<file path="config.mk">
export PLATFORM = sky130hd
export DESIGN_NAME = radio_tx_test_pattern
export DESIGN_NICKNAME = d
export VERILOG_FILES = /design/src/logic/tx_test_pkg.sv /design/src/logic/crc_pattern_gen.sv /design/src/logic/radio_tx_test_pattern.sv
export SDC_FILE = /design/constraint.sdc
export NUM_CORES = 2
export LEC_CHECK = 0
export BUFFER_PORTS_ARGS = -buffer_cell sky130_fd_sc_hd__buf_2
export CAP_MARGIN = 25
export CORE_ASPECT_RATIO = 0.75
export CORE_UTILIZATION = 50
export DETAILED_ROUTE_END_ITERATION = 8
export HOLD_SLACK_MARGIN = 0.08
export PLACE_DENSITY = 0.68
export SLEW_MARGIN = 30
export SYNTH_ARGS = -nofsm -noshare
export SYNTH_HDL_FRONTEND = slang
export SYNTH_SLANG_ARGS = --single-unit
</file>
<file path="constraint.sdc">
create_clock -name clock -period 2.87 [get_ports clock]
set_input_delay 0.4305 -clock clock [delete_from_list [all_inputs] [get_ports clock]]
set_output_delay 0.4305 -clock clock [all_outputs]
set_load 0.02 [all_outputs]
</file>
<file path="src/logic/tx_test_pkg.sv">
// Constants, register map and state codes for the radio transmit test-pattern block.
// Assumes a single system clock and an APB master on the processor side.
// Behaviour
// - Mode 2, DAC override 0x1800 and transmit-on force static DACs: unmodulated carrier.
// - Mode 3 with transmit-on sends a CRC-generated pseudorandom pattern, not user data.
// - Each CRC-mode byte is the CRC low byte; CRC then advances with 0xFF.
// - The CRC pseudorandom sequence repeats every 32767 bytes.
// - CRC payload starts 0x00, 0x78, 0xb8, 0x4b, 0x99, 0xc3, 0xe9 after the header.
// - Every transmit mode sends preamble and start delimiter ahead of the data.
// - Mode 2 repeats the transmit buffer contents, ignoring underflow: 1024-bit sequence.
// - Bias switch output is low while receiving and high while transmitting.
package tx_test_pkg;
	// Register byte offsets
	localparam logic [7:0] OFS_MODEM_CTRL = 8'h00; // modem_control_one_low
	localparam logic [7:0] OFS_DAC_HIGH = 8'h04; // dac_override_high
	localparam logic [7:0] OFS_DAC_LOW = 8'h08; // dac_override_low
	localparam logic [7:0] OFS_COMMAND = 8'h0c; // command strobes
	localparam logic [7:0] OFS_TX_BUFFER = 8'h10; // transmit_buffer push
	localparam logic [7:0] OFS_STATUS = 8'h14; // status

	// Field positions
	localparam int TX_MODE_LSB = 0;
	localparam int RX_MODE_LSB = 2;
	localparam int CMD_TX_ON = 0;
	localparam int CMD_RF_OFF = 1;
	localparam int CMD_FLUSH = 2;
	localparam int ST_ACTIVE = 0;
	localparam int ST_UNDERFLOW = 1;
	localparam int ST_XOSC = 2;
	localparam int ST_COUNT_LSB = 8;

	// Transmit mode encodings
	localparam logic [1:0] MODE_NORMAL = 2'h0;
	localparam logic [1:0] MODE_BUFFER_LOOP = 2'h2;
	localparam logic [1:0] MODE_CRC_RANDOM = 2'h3;

	// Reset values and pattern constants
	localparam logic [3:0] MODEM_CTRL_RESET = 4'h0;
	localparam logic [7:0] DAC_RESET = 8'h00;
	localparam logic [15:0] DAC_CARRIER = 16'h1800;
	localparam logic [7:0] CRC_FEED = 8'hff;
	localparam logic [15:0] CRC_POLY_REFLECTED = 16'h8408;
	localparam logic [15:0] CRC_INIT = 16'h0000;
	localparam logic [7:0] PREAMBLE_BYTE = 8'h00;

	typedef enum logic [1:0] {
		st_idle = 2'b00,
		st_header = 2'b01,
		st_payload = 2'b10
	} tx_state_e;
endpackage : tx_test_pkg

</file>
<file path="src/logic/crc_pattern_gen.sv">
// CRC-16 generator used as the pseudorandom source in CRC test mode.
// Assumes the caller pulses init before the first byte and step per byte sent.
`timescale 1ns/1ps
`default_nettype none
module crc_pattern_gen
	import tx_test_pkg::*;
(
	input wire logic clock, // System clock
	input wire logic resetn, // Synchronous reset, active low
	input wire logic init, // Restart the sequence
	input wire logic step, // Advance by one byte
	output logic [7:0] low_byte, // Current CRC low byte
	output logic [7:0] next_low_byte // Low byte after the next step
);
	logic [15:0] crc_q;
	logic [15:0] crc_d;
	logic fresh_q;

	// LSB-first CRC advance over one byte
	function automatic logic [15:0] crc_byte(input logic [15:0] c, input logic [7:0] b);
		logic [15:0] r;
		r = c;
		for (int i = 0; i < 8; i++) begin
			if (r[0] ^ b[i]) begin
				r = (r >> 1) ^ CRC_POLY_REFLECTED;
			end else begin
				r = r >> 1;
			end
		end
		return r;
	endfunction : crc_byte

	// Constant feed keeps the state on one long cycle
	assign crc_d = crc_byte(crc_q, CRC_FEED);
	assign low_byte = crc_q[7:0];
	assign next_low_byte = crc_d[7:0];

	// CRC state
	always_ff @(posedge clock) begin
		if (!resetn || init) begin
			crc_q <= CRC_INIT;
		end else if (step) begin
			crc_q <= crc_d;
		end
	end

	// No step taken since restart; lets the check catch the first step however late it comes
	always_ff @(posedge clock) begin
		if (!resetn || init) begin
			fresh_q <= 1'b1;
		end else if (step) begin
			fresh_q <= 1'b0;
		end
	end
endmodule : crc_pattern_gen
`default_nettype wire

</file>
<file path="src/logic/radio_tx_test_pattern.sv">
// Transmit test-mode logic: APB registers, transmit buffer, header and payload byte stream.
// Assumes the front end takes a byte when tx_valid and tx_ready are both high.
`timescale 1ns/1ps
`default_nettype none
module radio_tx_test_pattern
	import tx_test_pkg::*;
#(
	parameter int BUF_DEPTH = 128, // Transmit buffer bytes
	parameter int PREAMBLE_LEN = 4, // Preamble bytes
	parameter logic [7:0] SFD_BYTE = 8'ha7 // Start-of-frame delimiter byte
)(
	input wire logic clock, // System clock
	input wire logic resetn, // Synchronous reset, active low
	input wire logic psel, // APB select
	input wire logic penable, // APB access phase
	input wire logic pwrite, // APB direction
	input wire logic [7:0] paddr, // APB byte address
	input wire logic [31:0] pwdata, // APB write data
	output logic [31:0] prdata, // APB read data
	output logic pready, // APB ready
	output logic pslverr, // APB error on unmapped address
	input wire logic xosc_stable, // Crystal oscillator settled
	output logic [7:0] tx_data, // Byte to front end
	output logic tx_valid, // Byte offered
	input wire logic tx_ready, // Front end takes byte
	output logic dac_force, // Hold I/Q DACs static
	output logic [15:0] dac_value, // Static DAC word
	output logic rx_tx_bias_switch // High in transmit, low in receive
);
	localparam int PW = $clog2(BUF_DEPTH);
	localparam logic [PW:0] DEPTH_CNT = BUF_DEPTH[PW:0];
	localparam logic [3:0] HDR_LAST = PREAMBLE_LEN[3:0];

	// Refuse sizes that the pointers and the header counter cannot serve
	if (BUF_DEPTH < 2 || (1 << PW) != BUF_DEPTH) begin : g_bad_depth
		$error("BUF_DEPTH must be a power of two, at least 2");
	end
	if (PREAMBLE_LEN < 1 || PREAMBLE_LEN > 14) begin : g_bad_preamble
		$error("PREAMBLE_LEN must be 1 to 14");
	end

	logic [3:0] modem_ctrl_q;
	logic [7:0] dac_high_q;
	logic [7:0] dac_low_q;
	logic [7:0] mem [BUF_DEPTH];
	logic [PW-1:0] wr_ptr_q;
	logic [PW-1:0] rd_ptr_q;
	logic [PW:0] count_q;
	logic underflow_q;
	tx_state_e state_q;
	logic [1:0] mode_q;
	logic [3:0] hdr_idx_q;
	logic [7:0] tx_data_q;
	logic dac_force_q;
	logic bias_q;
	logic [31:0] prdata_q;
	logic crc_init;
	logic crc_step;
	logic [7:0] crc_low;
	logic [7:0] crc_next_low;

	// APB decode
	logic setup_ph, access_wr, mapped;
	logic cmd_tx_on, cmd_rf_off, cmd_flush, push, pop, taken, hdr_done;
	logic start, empty_at_payload, last_normal;
	assign setup_ph = psel && !penable;
	assign access_wr = psel && penable && pwrite;
	assign mapped = (paddr == OFS_MODEM_CTRL) || (paddr == OFS_DAC_HIGH) || (paddr == OFS_DAC_LOW) ||
		(paddr == OFS_COMMAND) || (paddr == OFS_TX_BUFFER) || (paddr == OFS_STATUS);
	assign pready = 1'b1; // Read data is captured in setup, so no wait states
	assign pslverr = psel && penable && !mapped;
	assign prdata = prdata_q;

	// Command strobes and buffer handshake terms
	assign cmd_tx_on = access_wr && paddr == OFS_COMMAND && pwdata[CMD_TX_ON];
	assign cmd_rf_off = access_wr && paddr == OFS_COMMAND && pwdata[CMD_RF_OFF];
	assign cmd_flush = access_wr && paddr == OFS_COMMAND && pwdata[CMD_FLUSH];
	assign push = access_wr && paddr == OFS_TX_BUFFER && count_q != DEPTH_CNT && !cmd_flush;
	assign taken = tx_valid && tx_ready;
	assign hdr_done = state_q == st_header && taken && hdr_idx_q == HDR_LAST;
	assign start = state_q == st_idle && cmd_tx_on && !cmd_rf_off;
	assign empty_at_payload = hdr_done && mode_q != MODE_BUFFER_LOOP && mode_q != MODE_CRC_RANDOM && count_q == '0;
	assign last_normal = state_q == st_payload && taken && mode_q != MODE_BUFFER_LOOP &&
		mode_q != MODE_CRC_RANDOM && count_q == {{PW{1'b0}}, 1'b1};
	// Loop mode reads without consuming, so the buffer never runs dry
	assign pop = state_q == st_payload && taken &&
		mode_q != MODE_BUFFER_LOOP && mode_q != MODE_CRC_RANDOM;
	assign crc_init = start;
	assign crc_step = state_q == st_payload && taken && mode_q == MODE_CRC_RANDOM;

	assign tx_valid = state_q != st_idle;
	assign tx_data = tx_data_q;
	assign dac_force = dac_force_q;
	assign dac_value = {dac_high_q, dac_low_q};
	assign rx_tx_bias_switch = bias_q;

	// Configuration registers
	always_ff @(posedge clock) begin
		if (!resetn) begin
			modem_ctrl_q <= MODEM_CTRL_RESET;
			dac_high_q <= DAC_RESET;
			dac_low_q <= DAC_RESET;
		end else if (access_wr) begin
			if (paddr == OFS_MODEM_CTRL) begin
				modem_ctrl_q <= pwdata[3:0];
			end
			if (paddr == OFS_DAC_HIGH) begin
				dac_high_q <= pwdata[7:0];
			end
			if (paddr == OFS_DAC_LOW) begin
				dac_low_q <= pwdata[7:0];
			end
		end
	end

	// Read data captured in setup phase so prdata comes from a flop
	always_ff @(posedge clock) begin
		if (!resetn) begin
			prdata_q <= 32'h0000_0000;
		end else if (setup_ph && !pwrite) begin
			prdata_q <= 32'h0000_0000;
			case (paddr)
				OFS_MODEM_CTRL: prdata_q[3:0] <= modem_ctrl_q;
				OFS_DAC_HIGH: prdata_q[7:0] <= dac_high_q;
				OFS_DAC_LOW: prdata_q[7:0] <= dac_low_q;
				OFS_STATUS: begin
					prdata_q[ST_ACTIVE] <= state_q != st_idle;
					prdata_q[ST_UNDERFLOW] <= underflow_q;
					prdata_q[ST_XOSC] <= xosc_stable;
					prdata_q[ST_COUNT_LSB +: PW+1] <= count_q;
				end
				default: prdata_q <= 32'h0000_0000;
			endcase
		end
	end

	// Buffer storage has no reset; pointers define what is valid
	always_ff @(posedge clock) begin
		if (push) begin
			mem[wr_ptr_q] <= pwdata[7:0];
		end
	end

	// Buffer pointers and fill count
	always_ff @(posedge clock) begin
		if (!resetn || cmd_flush) begin
			wr_ptr_q <= '0;
			rd_ptr_q <= '0;
			count_q <= '0;
		end else begin
			if (push) begin
				wr_ptr_q <= wr_ptr_q + 1'b1;
			end
			if (state_q == st_payload && taken && mode_q != MODE_CRC_RANDOM) begin
				rd_ptr_q <= rd_ptr_q + 1'b1;
			end
			if (push && !pop) begin
				count_q <= count_q + 1'b1;
			end else if (pop && !push) begin
				count_q <= count_q - 1'b1;
			end
		end
	end

	// Underflow flag; a new event wins over a clear in the same cycle
	always_ff @(posedge clock) begin
		if (!resetn) begin
			underflow_q <= 1'b0;
		end else if (empty_at_payload || last_normal) begin
			underflow_q <= 1'b1;
		end else if (access_wr && paddr == OFS_STATUS && pwdata[ST_UNDERFLOW]) begin
			underflow_q <= 1'b0;
		end
	end

	// Transmit sequencer: header first in every mode, then payload unless the buffer is empty outside loop and CRC modes
	always_ff @(posedge clock) begin
		if (!resetn) begin
			state_q <= st_idle;
			mode_q <= MODE_NORMAL;
			hdr_idx_q <= '0;
			tx_data_q <= 8'h00;
		end else if (cmd_rf_off) begin
			state_q <= st_idle;
		end else begin
			case (state_q)
				st_idle: begin
					if (start) begin
						state_q <= st_header;
						mode_q <= modem_ctrl_q[TX_MODE_LSB +: 2];
						hdr_idx_q <= '0;
						tx_data_q <= PREAMBLE_BYTE;
					end
				end
				st_header: begin
					if (taken) begin
						hdr_idx_q <= hdr_idx_q + 1'b1;
						if (hdr_idx_q == HDR_LAST - 4'h1) begin
							tx_data_q <= SFD_BYTE;
						end else if (hdr_done) begin
							if (empty_at_payload) begin
								state_q <= st_idle;
							end else begin
								state_q <= st_payload;
							end
							if (mode_q == MODE_CRC_RANDOM) begin
								tx_data_q <= crc_low;
							end else begin
								tx_data_q <= mem[rd_ptr_q];
							end
						end else begin
							tx_data_q <= PREAMBLE_BYTE;
						end
					end
				end
				st_payload: begin
					if (taken) begin
						if (last_normal) begin
							state_q <= st_idle;
						end
						if (mode_q == MODE_CRC_RANDOM) begin
							tx_data_q <= crc_next_low;
						end else begin
							tx_data_q <= mem[rd_ptr_q + 1'b1];
						end
					end
				end
				default: state_q <= st_idle;
			endcase
		end
	end

	// DAC override and bias switch follow the transmitter state
	always_ff @(posedge clock) begin
		if (!resetn) begin
			dac_force_q <= 1'b0;
			bias_q <= 1'b0;
		end else begin
			dac_force_q <= (start || (state_q != st_idle && !cmd_rf_off && !empty_at_payload && !last_normal)) &&
				(start ? modem_ctrl_q[TX_MODE_LSB +: 2] : mode_q) == MODE_BUFFER_LOOP &&
				{dac_high_q, dac_low_q} == DAC_CARRIER;
			bias_q <= start || (state_q != st_idle && !cmd_rf_off && !empty_at_payload && !last_normal);
		end
	end

	crc_pattern_gen u_crc (
		.clock(clock),
		.resetn(resetn),
		.init(crc_init),
		.step(crc_step),
		.low_byte(crc_low),
		.next_low_byte(crc_next_low)
	);
endmodule : radio_tx_test_pattern
`default_nettype wire

</file>
==> results.md <==
* Switching Share at slightly above 20%
* RR Endpoint: tx_data[3]$_SDFFE_PN0P_
* Placed Cells at about 4800
* Post-layout nets at 3609
* Cell Int Power at 25600 uW
* Violated checks: negative setup slack
* P per Cell Area at 509 nW/um^2
* Logic pwr share at 1.2%
* IO Port Bufs at 66
* Register share of total power at 55.4%
* Synth Instances at 3057
* WL final at 169000 um
* First-pass GRT wire length at 240000 um
* Peak supply drop at 0.591 mV
* Slew HR at 46.8%
* Sequential area share after synthesis at between 60 and 70%
* Total power at 32200 uW
* Post-DR wirelength/cell at 33.4 um
* Max Cap Violations at 0
* Routed vias/inst at 6.79
* HP Class: in2reg
* Final Slew Violations at 0
* Die Wd at 378 um
* H-tree depth at 3
* Worst r2r path cells at 12
* Number of enable flip-flop cells after synthesis at 1024
* Static Leakage at 0.0200 uW
* WHS Path Cells at 2
* Ys async rst share at 0%
* DRC at 0
* Period Utilization, post-route at 102%
* Clock transition at path regs at 0.07 ns
* Worst Tran Pin Value at 0.792 ns
* Slowest cell delay on critical path at 0.43 ns
* CP endpoint kind: flip-flop
* Post-layout utilization of the core at between 50% and 60%
* Post-route ant nets at 0
* Clock Sinks at about 1100
* Syn avg cell area at around 17 um^2
* Starting Density at 50.5%
* Slowest stage cell, crit path: mux4_2
* Critical R2R Launch: rd_ptr_q[0]$_SDFFE_PP0P_
* Synth-to-layout area growth at 18.8%
* Status: finished with violations
* Core Area at between 100000 and 150000 um^2
* Crit path cell chain: ha_4 > buf_4 > buf_4 > xnor2_2 > buf_12 > mux4_2 > mux2i_1 > buf_4 > nand4_1 > nand4_1 > a2111oi_1 > o21a_1
* Setup WS post-layout at -0.0603 ns
* Yosys cell types at 76
* Crit Path Class: reg2reg
* DRT Pass-1 Iters at 8
* Hold wc startpoint: resetn
* Delay-heaviest family, CP: buffers and inverters
* Post-Layout Cell Count at 5057
* Detailed Place HPWL at about 120000 um
* Worst Clk Skew at 0.0259 ns
* Required time worst endpoint at about 3.5 ns
* #FFs+latches synth at ~1100
* Largest fanout on the critical path at 32
* Syn. warnings at 0
* RD Place Congestion at 0.956
* Post-Syn Area at 53100 um^2
* Unrepaired setup endpoints after global routing: yes
* Io pins at 108
* Initial antenna violation count at 5
* Hold Crit Endpoint: tx_data[3]$_SDFFE_PN0P_
* CTS tree: built
* CP Launch Type: flip-flop
* Final Hold Violating Endpoints at 0
* Total global-route track usage at 31.4%
* Top FF cell, synth: edfxtp_1
* Site row count at about 100
* Vias in the first global route at 33600
* Reg2reg setup slack at -0.06 ns
* CTS Buf Count at 107
* Longest Clk Path Bufs at 3
* Clk_lat worst skew at 0.72 ns
* Layout cell share with drive strength beyond 1 at 38.1%
* CP arrival at 3.54 ns
* Largest net degree at the start of global routing at about 130
* Die area at 108000 um^2
* Tmin final at roughly 3 ns
* Psw at 6570 uW
* Most used cell, CP: buf_4
* WP buf/inv at 4
* Tightest hold margin at 0.127 ns
* Root Buffer: clkbuf_16
* Max frequency at 341 MHz
* Via count at about 34000
* Number of setup violations in the final report at 7
* Die Span Y at 284 um
* Clk pwr share at 43.3%
* Grt ovf at 0
* Initial DRC Count at between 5000 and 6000
## final cells by class
type | instances | area, um^2
fill | 7695 | 42100
inverter | 11 | 41.3
clock buffer | 140 | 2880
timing repair buffer | 613 | 5770
tap | 1417 | 1770
multi-input combinational | 1692 | 19400
antenna | 1 | 2.50
sequential | 1124 | 32800
clock inverter | 59 | 507
## synth_stat cells (23+ instances only)
master	count	area, um^2
nand4_1	35	219
edfxtp_1	1024	30700
dfxtp_1	100	2000
a22oi_1	29	218
buf_4	61	458
mux2i_1	100	1000
xnor2_1	23	201
mux4_2	544	12300
nand2_1	211	792
a21oi_1	79	395
nor3_1	28	140
nor2_1	218	818
nor2b_1	26	163
a211oi_1	28	210
clkbuf_1	84	315
o21ai_0	37	185
nand3_1	97	485
buf_2	71	355
## placed cells by master, fill, tap and decap left out, drive strengths merged, types with 25 or more instances in the layout
cell    Yosys  routed
edfxtp   1024    1024
a211oi     28      28
a22oi      29      29
nand3      98      98
clkinv      0      43
nor3       30      30
nor2      219     219
nand2     211     211
xnor2      25      25
buf       161     603
mux4      545     545
a21oi      79      79
clkbuf     84     146
nor2b      26      26
mux2i     100     100
nand4      36      36
o21ai      37      37
dfxtp     100     100
## logic make-up (layout without fill, tap and decap cells)
| logic type | Yosys count | in the layout | share of synthesized area [%] |
|---|---|---|---|
| muxes | 647 | 647 | 25.0 |
| adders and majority gates | 13 | 13 | 0.306 |
| AOI/OAI and AO/OA | 283 | 283 | 3.56 |
| buffers and inverters | 256 | 823 | 2.72 |
| and+or+nand+nor | 685 | 685 | 5.90 |
| other | 2 | 18 | 0.0141 |
| xor gates and xnor gates | 47 | 47 | 0.824 |
| DFF | 1124 | 1124 | 61.6 |
## metrics by stage
step | cell area (um^2) | setup WS (ns) | TNS [ns]
6_report | 63100 | -0.0603 | -0.203
3_5_place_dp | 58600 | -0.227 | -21.10
3_3_place_gp | 58600 | -0.240 | -9.22
4_1_cts | 62600 | -0.0480 | -0.189
5_1_grt | 63100 | -0.105 | -0.568
2_1_floorplan | 53200 | -0.0145 | -1.05
## sequential cells by signal, indices dropped and copies added, names as in the netlist, named ones only
| register | flops |
|---|---|
| mode_q | 2 |
| rx_tx_bias_switch | 1 |
| underflow_q | 1 |
| hdr_idx_q | 4 |
| u_crc.crc_q | 16 |
| dac_high_q | 8 |
| dac_low_q | 8 |
| prdata | 16 |
| state_q | 2 |
| dac_force | 1 |
| tx_data | 8 |
| wr_ptr_q | 7 |
| mem | 1024 |
| rd_ptr_q | 7 |
| count_q | 8 |
| modem_ctrl_q | 4 |
## layer usage
layer	global-route usage [%]	part of all wire, %	wire [um]	up-vias
li1	-	-	-	13600
met3	10.2	15	24600	334
met1	45.4	38	63400	17800
met4	8.71	3.1	5320	6
met5	0	0.021	35	-
met2	45.9	45	75600	2611
## power groups by stage
stage | logic [uW] | registers [uW] | clock network (uW)
final | 398 | 17800 | 13900
after global routing | 426 | 17800 | 14700
after CTS | 395 | 17800 | 14100
after detailed placement | 394 | 18200 | 0
after global placement | 365 | 18200 | 0
after floorplan | 82.0 | 18200 | 0
## worst max path at each step
stage          slack (ns)                     start  depth (start not counted)                 endpoint
6_report            -0.06  rd_ptr_q[0]$_SDFFE_PP0P_                         12  tx_data[3]$_SDFFE_PN0P_
5_1_grt             -0.10  rd_ptr_q[0]$_SDFFE_PP0P_                          9  tx_data[2]$_SDFFE_PN0P_
4_1_cts             -0.05  rd_ptr_q[0]$_SDFFE_PP0P_                         10  tx_data[3]$_SDFFE_PN0P_
3_3_place_gp        -0.24  rd_ptr_q[0]$_SDFFE_PP0P_                          9  tx_data[2]$_SDFFE_PN0P_
3_5_place_dp        -0.23  rd_ptr_q[0]$_SDFFE_PP0P_                          9  tx_data[2]$_SDFFE_PN0P_
2_1_floorplan       -0.01                  paddr[1]                          9     mem[51][0]$_DFFE_PP_
## timing repair
item | in CTS | in global routing
resized for setup | 76 | 56
hold buffers | 2 | 0
setup buffers | 21 | 17
endpoints found under the hold margin | 2 | 0
endpoints found under the setup margin | 10 | 12
cloned | 3 | 6
pin swaps | 20 | 26
Power figures use the tool's default switching activity.
